--- src/verilog/watchdog_pkg.sv ---
// constants for the watchdog / interval timer block
// assumes a byte-addressed peripheral bus with 32-bit data words
package watchdog_pkg;

    // ----------------------------------------------------------------
    // register map (byte addresses, low 16 bits of the bus address)
    // ----------------------------------------------------------------
    localparam logic [15:0] ADDR_CONTROL  = 16'h1100;
    localparam logic [15:0] ADDR_STATUS   = 16'h1104;
    localparam logic [15:0] ADDR_COUNTER  = 16'h1108;

    // ----------------------------------------------------------------
    // control register fields
    // ----------------------------------------------------------------
    localparam int          CTL_IRQ_EN_POS   = 7;
    localparam int          CTL_MODE_POS     = 6;
    localparam int          CTL_ENABLE_POS   = 5;
    localparam int          CTL_RST_EN_POS   = 4;
    localparam int          CTL_RST_SEL_POS  = 3;
    localparam int          CTL_CLK_SEL_LSB  = 0;
    localparam int          CTL_CLK_SEL_W    = 3;
    localparam logic [7:0]  CTL_RESET        = 8'h00;

    // ----------------------------------------------------------------
    // status register fields
    // ----------------------------------------------------------------
    localparam int          STS_WD_OVF_POS   = 0;
    localparam int          STS_IT_OVF_POS   = 1;
    localparam logic [1:0]  STS_RESET        = 2'h0;

    // ----------------------------------------------------------------
    // counter and prescaler
    // ----------------------------------------------------------------
    localparam logic [7:0]  CNT_RESET        = 8'h00;
    localparam logic [7:0]  CNT_MAX          = 8'hff;
    localparam int          PRE_W            = 13;
    localparam logic [12:0] PRE_RESET        = 13'h0000;

    // log2 of the divisor for each clock select code: 2,8,32,64,256,512,2048,8192
    localparam logic [3:0]  DIV_LOG2 [8]     = '{4'h1, 4'h3, 4'h5, 4'h6,
                                                 4'h8, 4'h9, 4'hb, 4'hd};

    localparam logic        MODE_INTERVAL    = 1'b0;
    localparam logic        MODE_WATCHDOG    = 1'b1;
    localparam logic        RST_POWER_ON     = 1'b0;
    localparam logic        RST_MANUAL       = 1'b1;

endpackage

--- src/verilog/watchdog_interval_timer.sv ---
// watchdog / interval timer with its peripheral bus register slave
// assumes one 125 MHz clock, synchronous active-high reset, apb-style access
//
// Notes on behaviour
// - watchdog overflow raises interrupt and reset, gated
// - reset enable allows chip reset on overflow
// - reset type picks power-on or manual output
// - interval mode interrupts on every overflow
// - interval overflow sets interval flag, requests interrupt
// - watchdog overflow sets watchdog flag, timeout out
// - reading status register clears its flags
// - eight divided clocks, three-bit select
// - control, status, counter at fixed offsets
// - select codes give divide 2 to 8192
// - eight-bit up-counter, wrap ff to 00 overflows
// - reset type zero power-on, one manual
// - interrupt enable one passes, zero blocks
`timescale 1ns/1ns
module watchdog_interval_timer (
    input  wire logic        clk_i,
    input  wire logic        srst_i,
    input  wire logic        psel_i,
    input  wire logic        penable_i,
    input  wire logic        pwrite_i,
    input  wire logic [15:0] paddr_i,
    input  wire logic [31:0] pwdata_i,
    output logic      [31:0] prdata_o,
    output logic             pready_o,
    output logic             pslverr_o,
    output logic             timer_irq_o,
    output logic             power_on_reset_out_o,
    output logic             manual_reset_out_o,
    output logic             timeout_signal_o
);

    // ----------------------------------------------------------------
    // state
    // ----------------------------------------------------------------
    typedef struct packed {
        logic [7:0]  control;
        logic [1:0]  status;
        logic [7:0]  tick_counter;
        logic [12:0] prescaler;
        logic [31:0] rdata;
        logic        por_out;
        logic        mnr_out;
        logic        timeout;
    } state_t;

    state_t state_q;
    state_t state_d;

    // ----------------------------------------------------------------
    // helpers
    // ----------------------------------------------------------------
    // true in the last prescaler cycle of each period of the chosen divisor
    function automatic logic tick_of(input logic [2:0]  sel,
                                     input logic [12:0] pre);
        logic [12:0] mask;
        mask = 13'h0000;
        for (int i = 0; i < watchdog_pkg::PRE_W; i++)
        begin
            if (i < int'(watchdog_pkg::DIV_LOG2[sel]))
            begin
                mask[i] = 1'b1;
            end
        end
        tick_of = ((pre & mask) == mask);
    endfunction

    function automatic logic addr_is(input logic [15:0] a, input logic [15:0] ref_a);
        addr_is = (a == ref_a);
    endfunction

    // ----------------------------------------------------------------
    // decode
    // ----------------------------------------------------------------
    logic        setup_phase;
    logic        access_phase;
    logic        hit_ctl;
    logic        hit_sts;
    logic        hit_cnt;
    logic        mapped;
    logic        enabled;
    logic        wd_mode;
    logic        tick;
    logic        cnt_write;
    logic        overflow;
    logic        wd_ovf;
    logic        it_ovf;
    logic [1:0]  read_clear;

    always_comb
    begin
        setup_phase  = psel_i & ~penable_i;
        access_phase = psel_i & penable_i;
        hit_ctl      = addr_is(paddr_i, watchdog_pkg::ADDR_CONTROL);
        hit_sts      = addr_is(paddr_i, watchdog_pkg::ADDR_STATUS);
        hit_cnt      = addr_is(paddr_i, watchdog_pkg::ADDR_COUNTER);
        mapped       = hit_ctl | hit_sts | hit_cnt;
        enabled      = state_q.control[watchdog_pkg::CTL_ENABLE_POS];
        wd_mode      = (state_q.control[watchdog_pkg::CTL_MODE_POS]
                        == watchdog_pkg::MODE_WATCHDOG);
        tick         = tick_of(state_q.control[watchdog_pkg::CTL_CLK_SEL_LSB +:
                                               watchdog_pkg::CTL_CLK_SEL_W],
                               state_q.prescaler);
        cnt_write    = access_phase & pwrite_i & hit_cnt;
        overflow     = enabled & tick & ~cnt_write
                       & (state_q.tick_counter == watchdog_pkg::CNT_MAX);
        wd_ovf       = overflow & wd_mode;
        it_ovf       = overflow & ~wd_mode;
        // only bits already returned to software are cleared
        read_clear   = (access_phase & ~pwrite_i & hit_sts)
                       ? state_q.rdata[1:0] : 2'h0;
    end

    // ----------------------------------------------------------------
    // next state
    // ----------------------------------------------------------------
    always_comb
    begin
        state_d = state_q;

        state_d.prescaler = state_q.prescaler + 13'h0001;

        // counter: a write loads at once, otherwise count on the selected tick
        if (cnt_write)
        begin
            state_d.tick_counter = pwdata_i[7:0];
        end
        else if (enabled && tick)
        begin
            state_d.tick_counter = state_q.tick_counter + 8'h01;
        end

        if (access_phase && pwrite_i && hit_ctl)
        begin
            state_d.control = pwdata_i[7:0];
        end

        // flags: a new overflow wins over a read clear
        state_d.status = (state_q.status & ~read_clear)
                         | {it_ovf, wd_ovf};

        // reset request pulses toward the power manager
        state_d.por_out = wd_ovf & state_q.control[watchdog_pkg::CTL_RST_EN_POS]
                          & (state_q.control[watchdog_pkg::CTL_RST_SEL_POS]
                             == watchdog_pkg::RST_POWER_ON);
        state_d.mnr_out = wd_ovf & state_q.control[watchdog_pkg::CTL_RST_EN_POS]
                          & (state_q.control[watchdog_pkg::CTL_RST_SEL_POS]
                             == watchdog_pkg::RST_MANUAL);
        state_d.timeout = wd_ovf;

        // read data is captured in the setup phase
        if (setup_phase && !pwrite_i)
        begin
            state_d.rdata = 32'h0000_0000;
            if (hit_ctl)
            begin
                state_d.rdata[7:0] = state_q.control;
            end
            if (hit_sts)
            begin
                state_d.rdata[1:0] = state_q.status;
            end
            if (hit_cnt)
            begin
                state_d.rdata[7:0] = state_q.tick_counter;
            end
        end
    end

    // ----------------------------------------------------------------
    // registers
    // ----------------------------------------------------------------
    always_ff @(posedge clk_i)
    begin
        if (srst_i)
        begin
            state_q.control      <= watchdog_pkg::CTL_RESET;
            state_q.status       <= watchdog_pkg::STS_RESET;
            state_q.tick_counter <= watchdog_pkg::CNT_RESET;
            state_q.prescaler    <= watchdog_pkg::PRE_RESET;
            state_q.rdata        <= 32'h0000_0000;
            state_q.por_out      <= 1'b0;
            state_q.mnr_out      <= 1'b0;
            state_q.timeout      <= 1'b0;
        end
        else
        begin
            state_q <= state_d;
        end
    end

    // ----------------------------------------------------------------
    // outputs
    // ----------------------------------------------------------------
    always_comb
    begin
        prdata_o             = state_q.rdata;
        pready_o             = 1'b1;
        pslverr_o            = access_phase & ~mapped;
        // interrupt holds while a flag is pending and the enable is set
        timer_irq_o          = state_q.control[watchdog_pkg::CTL_IRQ_EN_POS]
                               & (|state_q.status);
        power_on_reset_out_o = state_q.por_out;
        manual_reset_out_o   = state_q.mnr_out;
        timeout_signal_o     = state_q.timeout;
    end

endmodule

--- config.mk ---
export PLATFORM = sky130hd
export DESIGN_NAME = watchdog_interval_timer
export DESIGN_NICKNAME = d
export VERILOG_FILES = /design/src/verilog/watchdog_pkg.sv /design/src/verilog/watchdog_interval_timer.sv
export SDC_FILE = /design/constraint.sdc
export NUM_CORES = 1
export LEC_CHECK = 0
export ABC_CLOCK_PERIOD_IN_PS = 3200
export BUFFER_PORTS_ARGS = -buffer_cell sky130_fd_sc_hd__buf_2
export CAP_MARGIN = 20
export CORE_MARGIN = 2
export CORE_UTILIZATION = 52
export CTS_CLUSTER_DIAMETER = 40
export CTS_CLUSTER_SIZE = 28
export DETAILED_ROUTE_END_ITERATION = 10
export GPL_ROUTABILITY_DRIVEN = 0
export PLACE_DENSITY = 0.86
export SLEW_MARGIN = 20
export SYNTH_ARGS = -nofsm -noshare
export SYNTH_HDL_FRONTEND = slang
export SYNTH_SLANG_ARGS = --single-unit
--- constraint.sdc ---
create_clock -name clk_i -period 3.2 [get_ports clk_i]
set_clock_uncertainty 0.1 [all_clocks]
set_input_delay 0.16 -clock clk_i [delete_from_list [all_inputs] [get_ports clk_i]]
set_output_delay 0.16 -clock clk_i [all_outputs]
set_load 0.01 [all_outputs]
==> results.md, run 1 <==
- Status: completed
- Per-cell routed wire length: 13.0 microns
- Share of the synthesized area in the top cell type: 36.8%
- Worst-skew pair later-pin latency: 0.29 ns
- Synth Instances: between 200 and 300
- CP arrival: 2.33 ns
- Setup repair bufs after CTS: 0
- Flop-to-flop setup slack: 0.98 ns
- CTS root buffer: clkbuf_8
- Core area: 4290 sq um
- Largest net degree at the start of global routing: 35
- Final antenna diode count: 0
- Iter 0 DRT Violations: 144
- R2R Path Start: state_q[37]
- Vias in the first global route: 1752
- First-pass GRT wire length: 7540 microns
- DRC errors left: 0
- Endpoints failing hold: 0
- Fin. max-slew vios: 0
- Worst Setup EP: state_q[55]
- Die width: around 70 microns
- Primary FF master, synth: dfxtp_1
- Worst setup margin: 0.979 ns
- Syn avg cell area: 8.53 sq um
- Top Ports: 91
- Static Leakage: about 0.0010 uW
- Proportion of layout cells with a drive suffix above 1: 19.1%
- # clock sinks: 42
- Main area contributors after synthesis: dfxtp_1 (37%), buf_4 (11%), nor2_1 (6.6%)
- Routed Antenna Nets: 0
- Worst Path Required: approximately 3.3 ns
- Area Overhead vs Synth: 6.62%
- H-tree depth: 2
- Max-Cap Viols: 0
- Pwr Density: 372 nW/um^2
- TNS Setup: 0 ns
- Fmax achieved: between 400 and 500 MHz
- Worst-margin pin slew: 0.638 ns
- RSZ-0062 raised after global routing: no
- Worst slack, placed: ~0.99 ns
- Die H: 70.3 microns
- Clock-pin transition on the worst setup and hold timing paths: about 0.070 ns
- Synth Cell Area: 2290 sq um
- Worst vdd ir: 0.243 mV
- Starting density of the core: 53.2%
- Initial antenna violation count: 0
- Hold Path Origin: pwdata_i[3]
- Final setup vio count: 0
- CP startpoint: state_q[37]
- Worst-path maximum fanout: 12
- Relative slew slack: a little under three fifths
- Number of flops mapped to enable cells by yosys: 0
- Crit share post-route: a little over two thirds
- Async set or reset register ratio after synthesis: 0%
- Yosys reg bits: 42
- I/O Buffers: 41
- # nets final: 353
- Clock tree buffer depth: 2
- Crit path kind: reg2reg
- Total length of routed wires: 4540 microns
- Post-synth top area cell: dfxtp_1
- Die area: 4940 sq um
- Vias per cell: approximately 5.4
- HPWL Detailed: around 3300 microns
- Distinct cells, synth: 49
- Hold Buf Count CTS: 0
- Post_cts resized: 0
- GR Overflow Total: 0
- Worst R2R Path Depth: 5
- Num CTS Buffers: 5
- FP Rows: 24
- Hold Crit Class: in2reg
- CTS tree: yes
- Pre-Repair DR Iteration Count: 4
- Fin crit period: around 2.2 ns
- All-layer global routing usage: 18.9%
- Synth warn: 0
- RR Endpoint: state_q[55]
- Setup crit start kind: register
- Vias: between 1500 and 2000
- Sequential area share after synthesis: 36.8%
- Crit end category: register
[per-layer routing]
metal	vias to the layer above	track usage, %	share of wire [%]
li1	947	-	-
met1	891	21.5	43
met2	55	33.1	49
met3	11	5.92	6.1
met4	0	6.41	2.2
met5	-	0	0
[Yosys cell counts, types with 2 or more instances]
master and count:
or3_1 3, nor3_1 3, buf_4 33, a22oi_1 6, a211oi_1 2, nor2b_1 3
and3_1 6, xor2_1 8, nand4_1 8, buf_1 2, nand3b_1 2, conb_1 2
xnor2_1 3, a21oi_1 7, nand2_1 18, and3b_1 2, nand3_1 12, nor2_1 40
and2_1 2, inv_1 5, nor4_1 2, ha_1 2, a311oi_1 3, mux2i_1 11
dfxtp_1 42, mux2_2 6, clkbuf_1 6, nor3b_1 2, o21ai_0 5, and4_1 3
[per-stage QoR]
stage                     utilization, %  area (sq um)  power (uW)  cells  hold WS [ns]
final                               56.8          2440         906    350        0.0147
after floorplan                        -          2370         598    291         0.208
after detailed placement            55.0          2360         603    343         0.320
after global routing                56.8          2440         944    350        0.0475
after global placement              55.0          2360         602    343         0.311
after CTS                           56.8          2440         917    350        0.0128
[placed cells by master (no fill, tap or decap), types with 6 or more instances in the layout]
cell / count
conb_1: 25
nand4_1: 8
a21oi_1: 7
buf_2: 41
dfxtp_1: 42
nand3_1: 12
mux2_2: 6
and3_1: 6
mux2i_1: 11
nor2_1: 40
nand2_1: 18
a22oi_1: 6
xor2_1: 8
[worst min path at each step]
stage | endpoint | slack (ns) | cells past startpoint
5_1_grt | state_q[62] | 0.05 | 3
2_1_floorplan | enabled | 0.21 | 2
4_1_cts | state_q[61] | 0.01 | 3
3_3_place_gp | state_q[61] | 0.31 | 3
3_5_place_dp | state_q[61] | 0.32 | 3
6_report | state_q[61] | 0.01 | 3
[worst max-delay path: stages (launching register included)]
cell,delay [ns]
dfxtp_1,0.43
and4_1,0.24
o32ai_2,0.12
or4_4,0.52
or4_1,0.49
a311oi_1,0.25
[sequential cells by signal, summed over array words and instances, names as in the netlist]
| name | cells |
|---|---|
| state_q | 30 |
| prdata_o | 8 |
| enabled | 1 |
| manual_reset_out_o | 1 |
| power_on_reset_out_o | 1 |
| timeout_signal_o | 1 |
[final cells by class]
| type | instances | area, sq um |
|---|---|---|
| Clock buffer | 7 | 76.3 |
| Timing Repair Buffer | 42 | 213 |
| Multi-Input combinational cell | 202 | 1220 |
| Fill cell | 426 | 1860 |
| Sequential cell | 42 | 841 |
| Tap cell | 52 | 65.1 |
| Inverter | 5 | 18.8 |
[logic make-up (layout without fill, tap and decap cells)]
family,count (synthesis),in the layout,share of synthesized area (%)
and+or+nand+nor,113,113,25.5
buffers and inverters,47,54,13.5
DFF,42,42,36.8
AOI/OAI and AO/OA,34,34,10.8
muxes,17,17,7.77
xor gates and xnor gates,11,11,4.21
adders and majority gates,2,2,1.09
other,2,25,0.329
[report_power, final]
part	switching (uW)	internal, uW	leakage [uW]
clock network	164	150	0.0000383
registers	3.85	526	0.000339
logic	40.3	21.8	0.000657
Note: power is estimated with default switching activity, not from simulation.
==> inputs of run 2 (changes only) <==
Settings changed: ABC_CLOCK_PERIOD_IN_PS 3200 to 1800, CORE_UTILIZATION 52 to 44, PLACE_DENSITY 0.86 to 0.77.
Clock period 3.2 ns to 1.8 ns, I/O delays scaled along.
==> run 2 against run 1 <==
The run now ends with negative setup slack left. Sequential power grew 77%. Cell area grew 17%. Via count grew 7.7%. Cell count grew 17%. Clock power grew 140%. Utilization shrank 0.37 points. Setup slack lost 1.1 ns. Critical endpoint is now state_q[50]. Highest routed layer unchanged.
==> results.md, run 2 (synthesis results as in run 1) <==
- Worst-path maximum fanout: 5 (-7)
- Iter 0 DRT Violations: 145 (+0.69%)
- Relative slew slack: 63.6% (+6.3 points)
- Clock-pin transition on the worst setup and hold timing paths: 0.08 ns (about the same)
- Endpoints failing hold: 0 (unchanged)
- Die H: 76.1 microns (+8.2%)
- Crit path kind: reg2reg
- Worst setup margin: -0.124 ns (-1.10 ns)
- Vias per cell: 5.01 (-7.8%)
- Hold Crit Class: in2reg
- Area Overhead vs Synth: 25.2%
- Sw frac: 23.2% (+0.17 points)
- Max reg flops: 30 (unchanged)
- Comb pwr share: 7.5% (+0.6 points)
- Crit share post-route: 107% (+37 points)
- Setup crit start kind: register
- Clock tree buffer depth: 2 (unchanged)
- DRC errors left: 0 (unchanged)
- Top Ports: 91 (unchanged)
- First-pass GRT wire length: 8490 microns (+13%)
- Num CTS Buffers: 5 (unchanged)
- H-tree depth: 2 (unchanged)
- Die width: 76.1 microns (+8.2%)
- Pwr Density: 641 nW/um^2 (+72%)
- Total length of routed wires: 5120 microns (+13%)
- Crit end category: register
- Core area: 5070 sq um (+18%)
- Final antenna diode count: 0 (unchanged)
- Fin crit period: 1.92 ns (-0.297 ns)
- CP arrival: 2.05 ns (-0.28 ns)
- GR Overflow Total: 0 (unchanged)
- All-layer global routing usage: 17.7% (-1.2 points)
- Top reg by flops: state_q
- CTS tree: yes
- Failing checks: negative setup slack
- Fin area: 2860 sq um (+17%)
- Vias in the first global route: 1860 (+6.2%)
- # nets final: 393 (+11%)
- Fillers: 476 (+12%)
- Die area: 5790 sq um (+17%)
- Worst vdd ir: 0.507 mV (+110%)
- Net Sw Power: 425 uW (+100%)
- Largest net degree at the start of global routing: 39 (+11%)
- FP Rows: 26 (+8.3%)
- Static Leakage: 0.00126 uW (+22%)
- Fmax achieved: 520 MHz (+15%)
- Vias: 2051 (+7.7%)
- Int Power: 1410 uW (+100%)
- Status: complete, but fails checks
- # clock sinks: 42 (unchanged)
- Proportion of layout cells with a drive suffix above 1: 30.1% (+11 points)
- CTS root buffer: clkbuf_8
- Pre-Repair DR Iteration Count: 4 (unchanged)
- Routed Antenna Nets: 0 (unchanged)
- Worst-margin pin slew: 0.541 ns (-0.0967 ns)
- Worst slack, placed: -0.208 ns (-1.20 ns)
- Starting density of the core: 45.0% (-8.2 points)
- I/O Buffers: 41 (unchanged)
- RSZ-0062 raised after global routing: yes
- Worst-skew pair later-pin latency: 0.31 ns (+0.02 ns)
- Final setup vio count: 8 (+8)
- Hold_ws: 0.124 ns (+0.110 ns)
- Max-Cap Viols: 0 (unchanged)
- Initial antenna violation count: 0 (unchanged)
- Worst Path Required: 1.92 ns (-1.39 ns)
- Fin. max-slew vios: 0 (unchanged)
- HPWL Detailed: 3780 microns (+15%)
- Clock share of power: 41.3% (+6.6 points)
- Per-cell routed wire length: 12.5 microns (-3.4%)
- Seq pwr share: 51.2% (-7.2 points)
- DP Area: 2610 sq um (+10%)
- Most common cell after layout, fill and taps aside: buf_2
- Most frequent cells in the layout: buf_2 (41), nor2_1 (40), dfxtp_1 (34)
## run 2: final cells by class
class	count	area, sq um	share of cell area [%]
multi-input cells	202	1240	43.2
flip-flops and latches	42	851	29.7
repair buffers	82	556	19.4
well taps	70	87.6	3.06
clock buffers	5	68.8	2.40
clock inverters	3	43.8	1.53
inverters	5	18.8	0.656
## run 2: final timing paths
kind / startpoint / slack [ns] / to / depth (start not counted)
worst min-delay path: paddr_i[2] / 0.12 / prdata_o[1] / 4
worst max-delay path: state_q[40] / -0.12 / state_q[50] / 6
worst max register to register: state_q[40] / -0.12 / state_q[50] / 6
worst min register to register: prdata_o[0] / 0.39 / prdata_o[0] / 2
## run 2: power by group through the flow
stage          registers, uW  logic [uW]  clock network (uW)
4_1_cts                  938         137                 766
3_3_place_gp             959         118                   0
6_report                 938         138                 757
3_5_place_dp             960         121                   0
5_1_grt                  939         153                 813
2_1_floorplan            961         102                   0
## run 2: repair_timing
action	in CTS	in global routing
endpoints found under the setup margin	9	11
hold buffers	9	0
gates resized for setup	3	5
hold endpoints to repair	14	0
buffers inserted	2	2
pin swaps	9	2
## run 2: stage by stage
step | setup TNS (ns) | utilization, % | total power [uW] | instances
after floorplan | -0.415 | - | 1060 | 291
after global placement | -0.632 | 51.4 | 1080 | 388
after detailed placement | -0.816 | 51.4 | 1080 | 388
after CTS | -0.594 | 55.8 | 1840 | 407
after global routing | -1.21 | 56.4 | 1900 | 409
final | -0.523 | 56.4 | 1830 | 409
## run 2: critical path, stage by stage (launching register included)
cell and delay (ns):
dfxtp_2 0.35, nand2b_1 0.10, a31oi_1 0.09, or4_4 0.56, buf_6 0.14, or3_1 0.30
a311oi_1 0.20
## run 2: per-layer routing
metal  wire length [microns]  global-route usage [%]
met5                       0                       0
met1                    2180                    21.5
met3                     327                    4.74
met2                    2520                    30.9
met4                      96                    4.91
==> inputs of run 3 (changes only) <==
Settings changed: PLACE_DENSITY 0.77 to 0.85.
==> run 3 against run 2 <==
The flow still finishes with violations (negative setup slack). Global-route usage grew 1.1 points. Non-clock buffer count grew 1. Clock-buffer cell count grew 2. Die area unchanged. Flip-flop and latch count unchanged. Sequential power about the same. Fmax decreased by 6.8%. Cell count grew 0.24%. Register-to-register slack got worse by 0.14 ns. First-iteration DRC count grew 7.6%. Sequential share of layout area shrank 0.76 points. Critical path type unchanged. Critical endpoint is now state_q[55]. Highest routed layer unchanged.
==> results.md, run 3 (synthesis results as in run 1) <==
- First-pass GRT wire length: 8940 microns (+5.3%)
- Proportion of layout cells with a drive suffix above 1: 34.7% (+4.6 points)
- Worst Path Required: 1.91 ns (about the same)
- R2R Path Start: state_q[60]
- Worst-skew pair later-pin latency: 0.29 ns (-0.02 ns)
- Most common cell after layout, fill and taps aside: buf_2
- Clock tree buffer depth: 2 (unchanged)
- DRC errors left: 0 (unchanged)
- # clock sinks: 42 (unchanged)
- Die width: 76.1 microns (unchanged)
- Status: complete, but fails checks
- Hold_ws: 0.0389 ns (-0.0855 ns)
- Static Leakage: 0.00127 uW (+0.21%)
- I/O Buffers: 41 (unchanged)
- Max reg flops: 30 (unchanged)
- Initial antenna violation count: 0 (unchanged)
- Pre-Repair DR Iteration Count: 4 (unchanged)
- Worst setup margin: -0.264 ns (-0.140 ns)
- Flop-to-flop setup slack: -0.26 ns (-0.14 ns)
- Max-Cap Viols: 0 (unchanged)
- Die area: 5790 sq um (unchanged)
- Worst-margin pin slew: 0.498 ns (-0.0434 ns)
- Final antenna diode count: 0 (unchanged)
- Hold Path Origin: srst_i
- Relative slew slack: 66.5% (+2.9 points)
- Pwr Density: 613 nW/um^2 (-4.3%)
- Largest net degree at the start of global routing: 29 (-26%)
- Fmax achieved: 484 MHz (-6.8%)
- Total length of routed wires: 5580 microns (+8.9%)
- Fin area: 2950 sq um (+3.2%)
- Worst R2R Path Depth: 5 (-1)
- Non-Filler Instances: 410 (+0.24%)
- Post-Place Cells: 389 (+0.26%)
- H-tree depth: 2 (unchanged)
- Endpoints failing hold: 0 (unchanged)
- Hold Crit Class: in2reg
- Vias: 2094 (+2.1%)
- Fin crit period: 2.06 ns (+0.140 ns)
- # nets final: 394 (+0.25%)
- CTS tree: yes
- Per-cell routed wire length: 13.6 microns (+8.6%)
- Final setup vio count: 11 (+3)
- Crit end category: register
- FP Rows: 26 (unchanged)
- CP startpoint: state_q[60]
- DP Area: 2600 sq um (-0.19%)
- Failing checks: negative setup slack
- Num CTS Buffers: 5 (unchanged)
- Worst vdd ir: 0.403 mV (-21%)
- HPWL Detailed: 3910 microns (+3.7%)
- Vias in the first global route: 1925 (+3.5%)
- Iter 0 DRT Violations: 156 (+7.6%)
- Most frequent cells in the layout: buf_2 (41), nor2_1 (38), dfxtp_1 (32), buf_4 (32), conb_1 (25)
- Die H: 76.1 microns (unchanged)
- Fin. max-slew vios: 0 (unchanged)
- Hold EP: prdata_o[2]
- Worst-path maximum fanout: 6 (+1)
- Top Ports: 91 (unchanged)
- Area Overhead vs Synth: 29.2%
- Crit path kind: reg2reg
- Core area: 5070 sq um (unchanged)
- Clock-pin transition on the worst setup and hold timing paths: 0.08 ns (about the same)
- Crit share post-route: 115% (+7.8 points)
- CP arrival: 2.17 ns (+0.12 ns)
- RSZ-0062 raised after global routing: yes
- Top reg by flops: state_q
- RR Endpoint: state_q[55]
- Vias per cell: 5.11 (+1.8%)
- CTS root buffer: clkbuf_8
- Worst hold path cell count: 2 (-2)
- Starting density of the core: 45.0% (unchanged)
- Setup crit start kind: register
- All-layer global routing usage: 18.8% (+1.1 points)
- GR Overflow Total: 0 (unchanged)
- Routed Antenna Nets: 0 (unchanged)
==> run 3: cell types whose count changed in the layout (fill, tap and decap cells not counted), sizes merged <==
cell and delta:
dlygate4sd3 -1, clkinv -1, clkbuf +2, buf +2
inv -1
==> run 3: stage by stage <==
| stage | util (%) | total power (uW) | worst slack, ns | TNS [ns] |
|---|---|---|---|---|
| floorplan | - | 1060 | -0.153 | -0.415 |
| finish | 58.2 | 1810 | -0.264 | -1.75 |
| global placement | 51.3 | 1080 | -0.173 | -0.630 |
| CTS | 56.9 | 1820 | -0.160 | -0.940 |
| global route | 58.2 | 1880 | -0.297 | -2.16 |
| detailed placement | 51.3 | 1080 | -0.261 | -1.46 |
==> run 3: worst max-delay path by stage <==
| stage | endpoint |
|---|---|
| after global routing | state_q[55] |
| after global placement | state_q[55] |
| after floorplan | state_q[51] |
| final | state_q[55] |
| after CTS | state_q[50] |
| after detailed placement | state_q[50] |
==> run 3: layer usage <==
layer,wire length (microns),global-route usage (%),up-vias,part of all wire (%)
li1,-,-,1028,-
met1,2190,20.9,980,39
met2,2960,34.9,76,53
met3,318,4.86,10,5.7
met4,110,6.36,0,2.0
met5,0,0,-,0
==> run 3: cell type report <==
| class | count | area (sq um) |
|---|---|---|
| Fill cell | 466 | 2120 |
| Clock buffer | 7 | 76.3 |
| Multi-Input combinational cell | 202 | 1340 |
| Clock inverter | 1 | 30.0 |
| Sequential cell | 42 | 856 |
| Timing Repair Buffer | 83 | 548 |
| Tap cell | 70 | 87.6 |
| Inverter | 5 | 18.8 |
==> run 3: repair_timing <==
item / in CTS / in global routing
gates resized for setup: 15 / 14
hold buffers: 8 / 0
buffers inserted: 4 / 1
endpoints found under the setup margin: 11 / 12
hold endpoints to repair: 12 / 0
pin swaps: 11 / 4
==> run 3: critical path, cell delays in order (launching register included) <==
cell and delay [ns]:
dfxtp_2 0.37, nor2_2 0.21, o32ai_4 0.13, or4_4 0.47, or4_4 0.44, a311oi_2 0.26
==> run 3: report_power, final <==
group          total, uW  switching [uW]  internal [uW]
sequential           936            3.29            933
combinational        149            86.1           63.2
clock                726             311            415
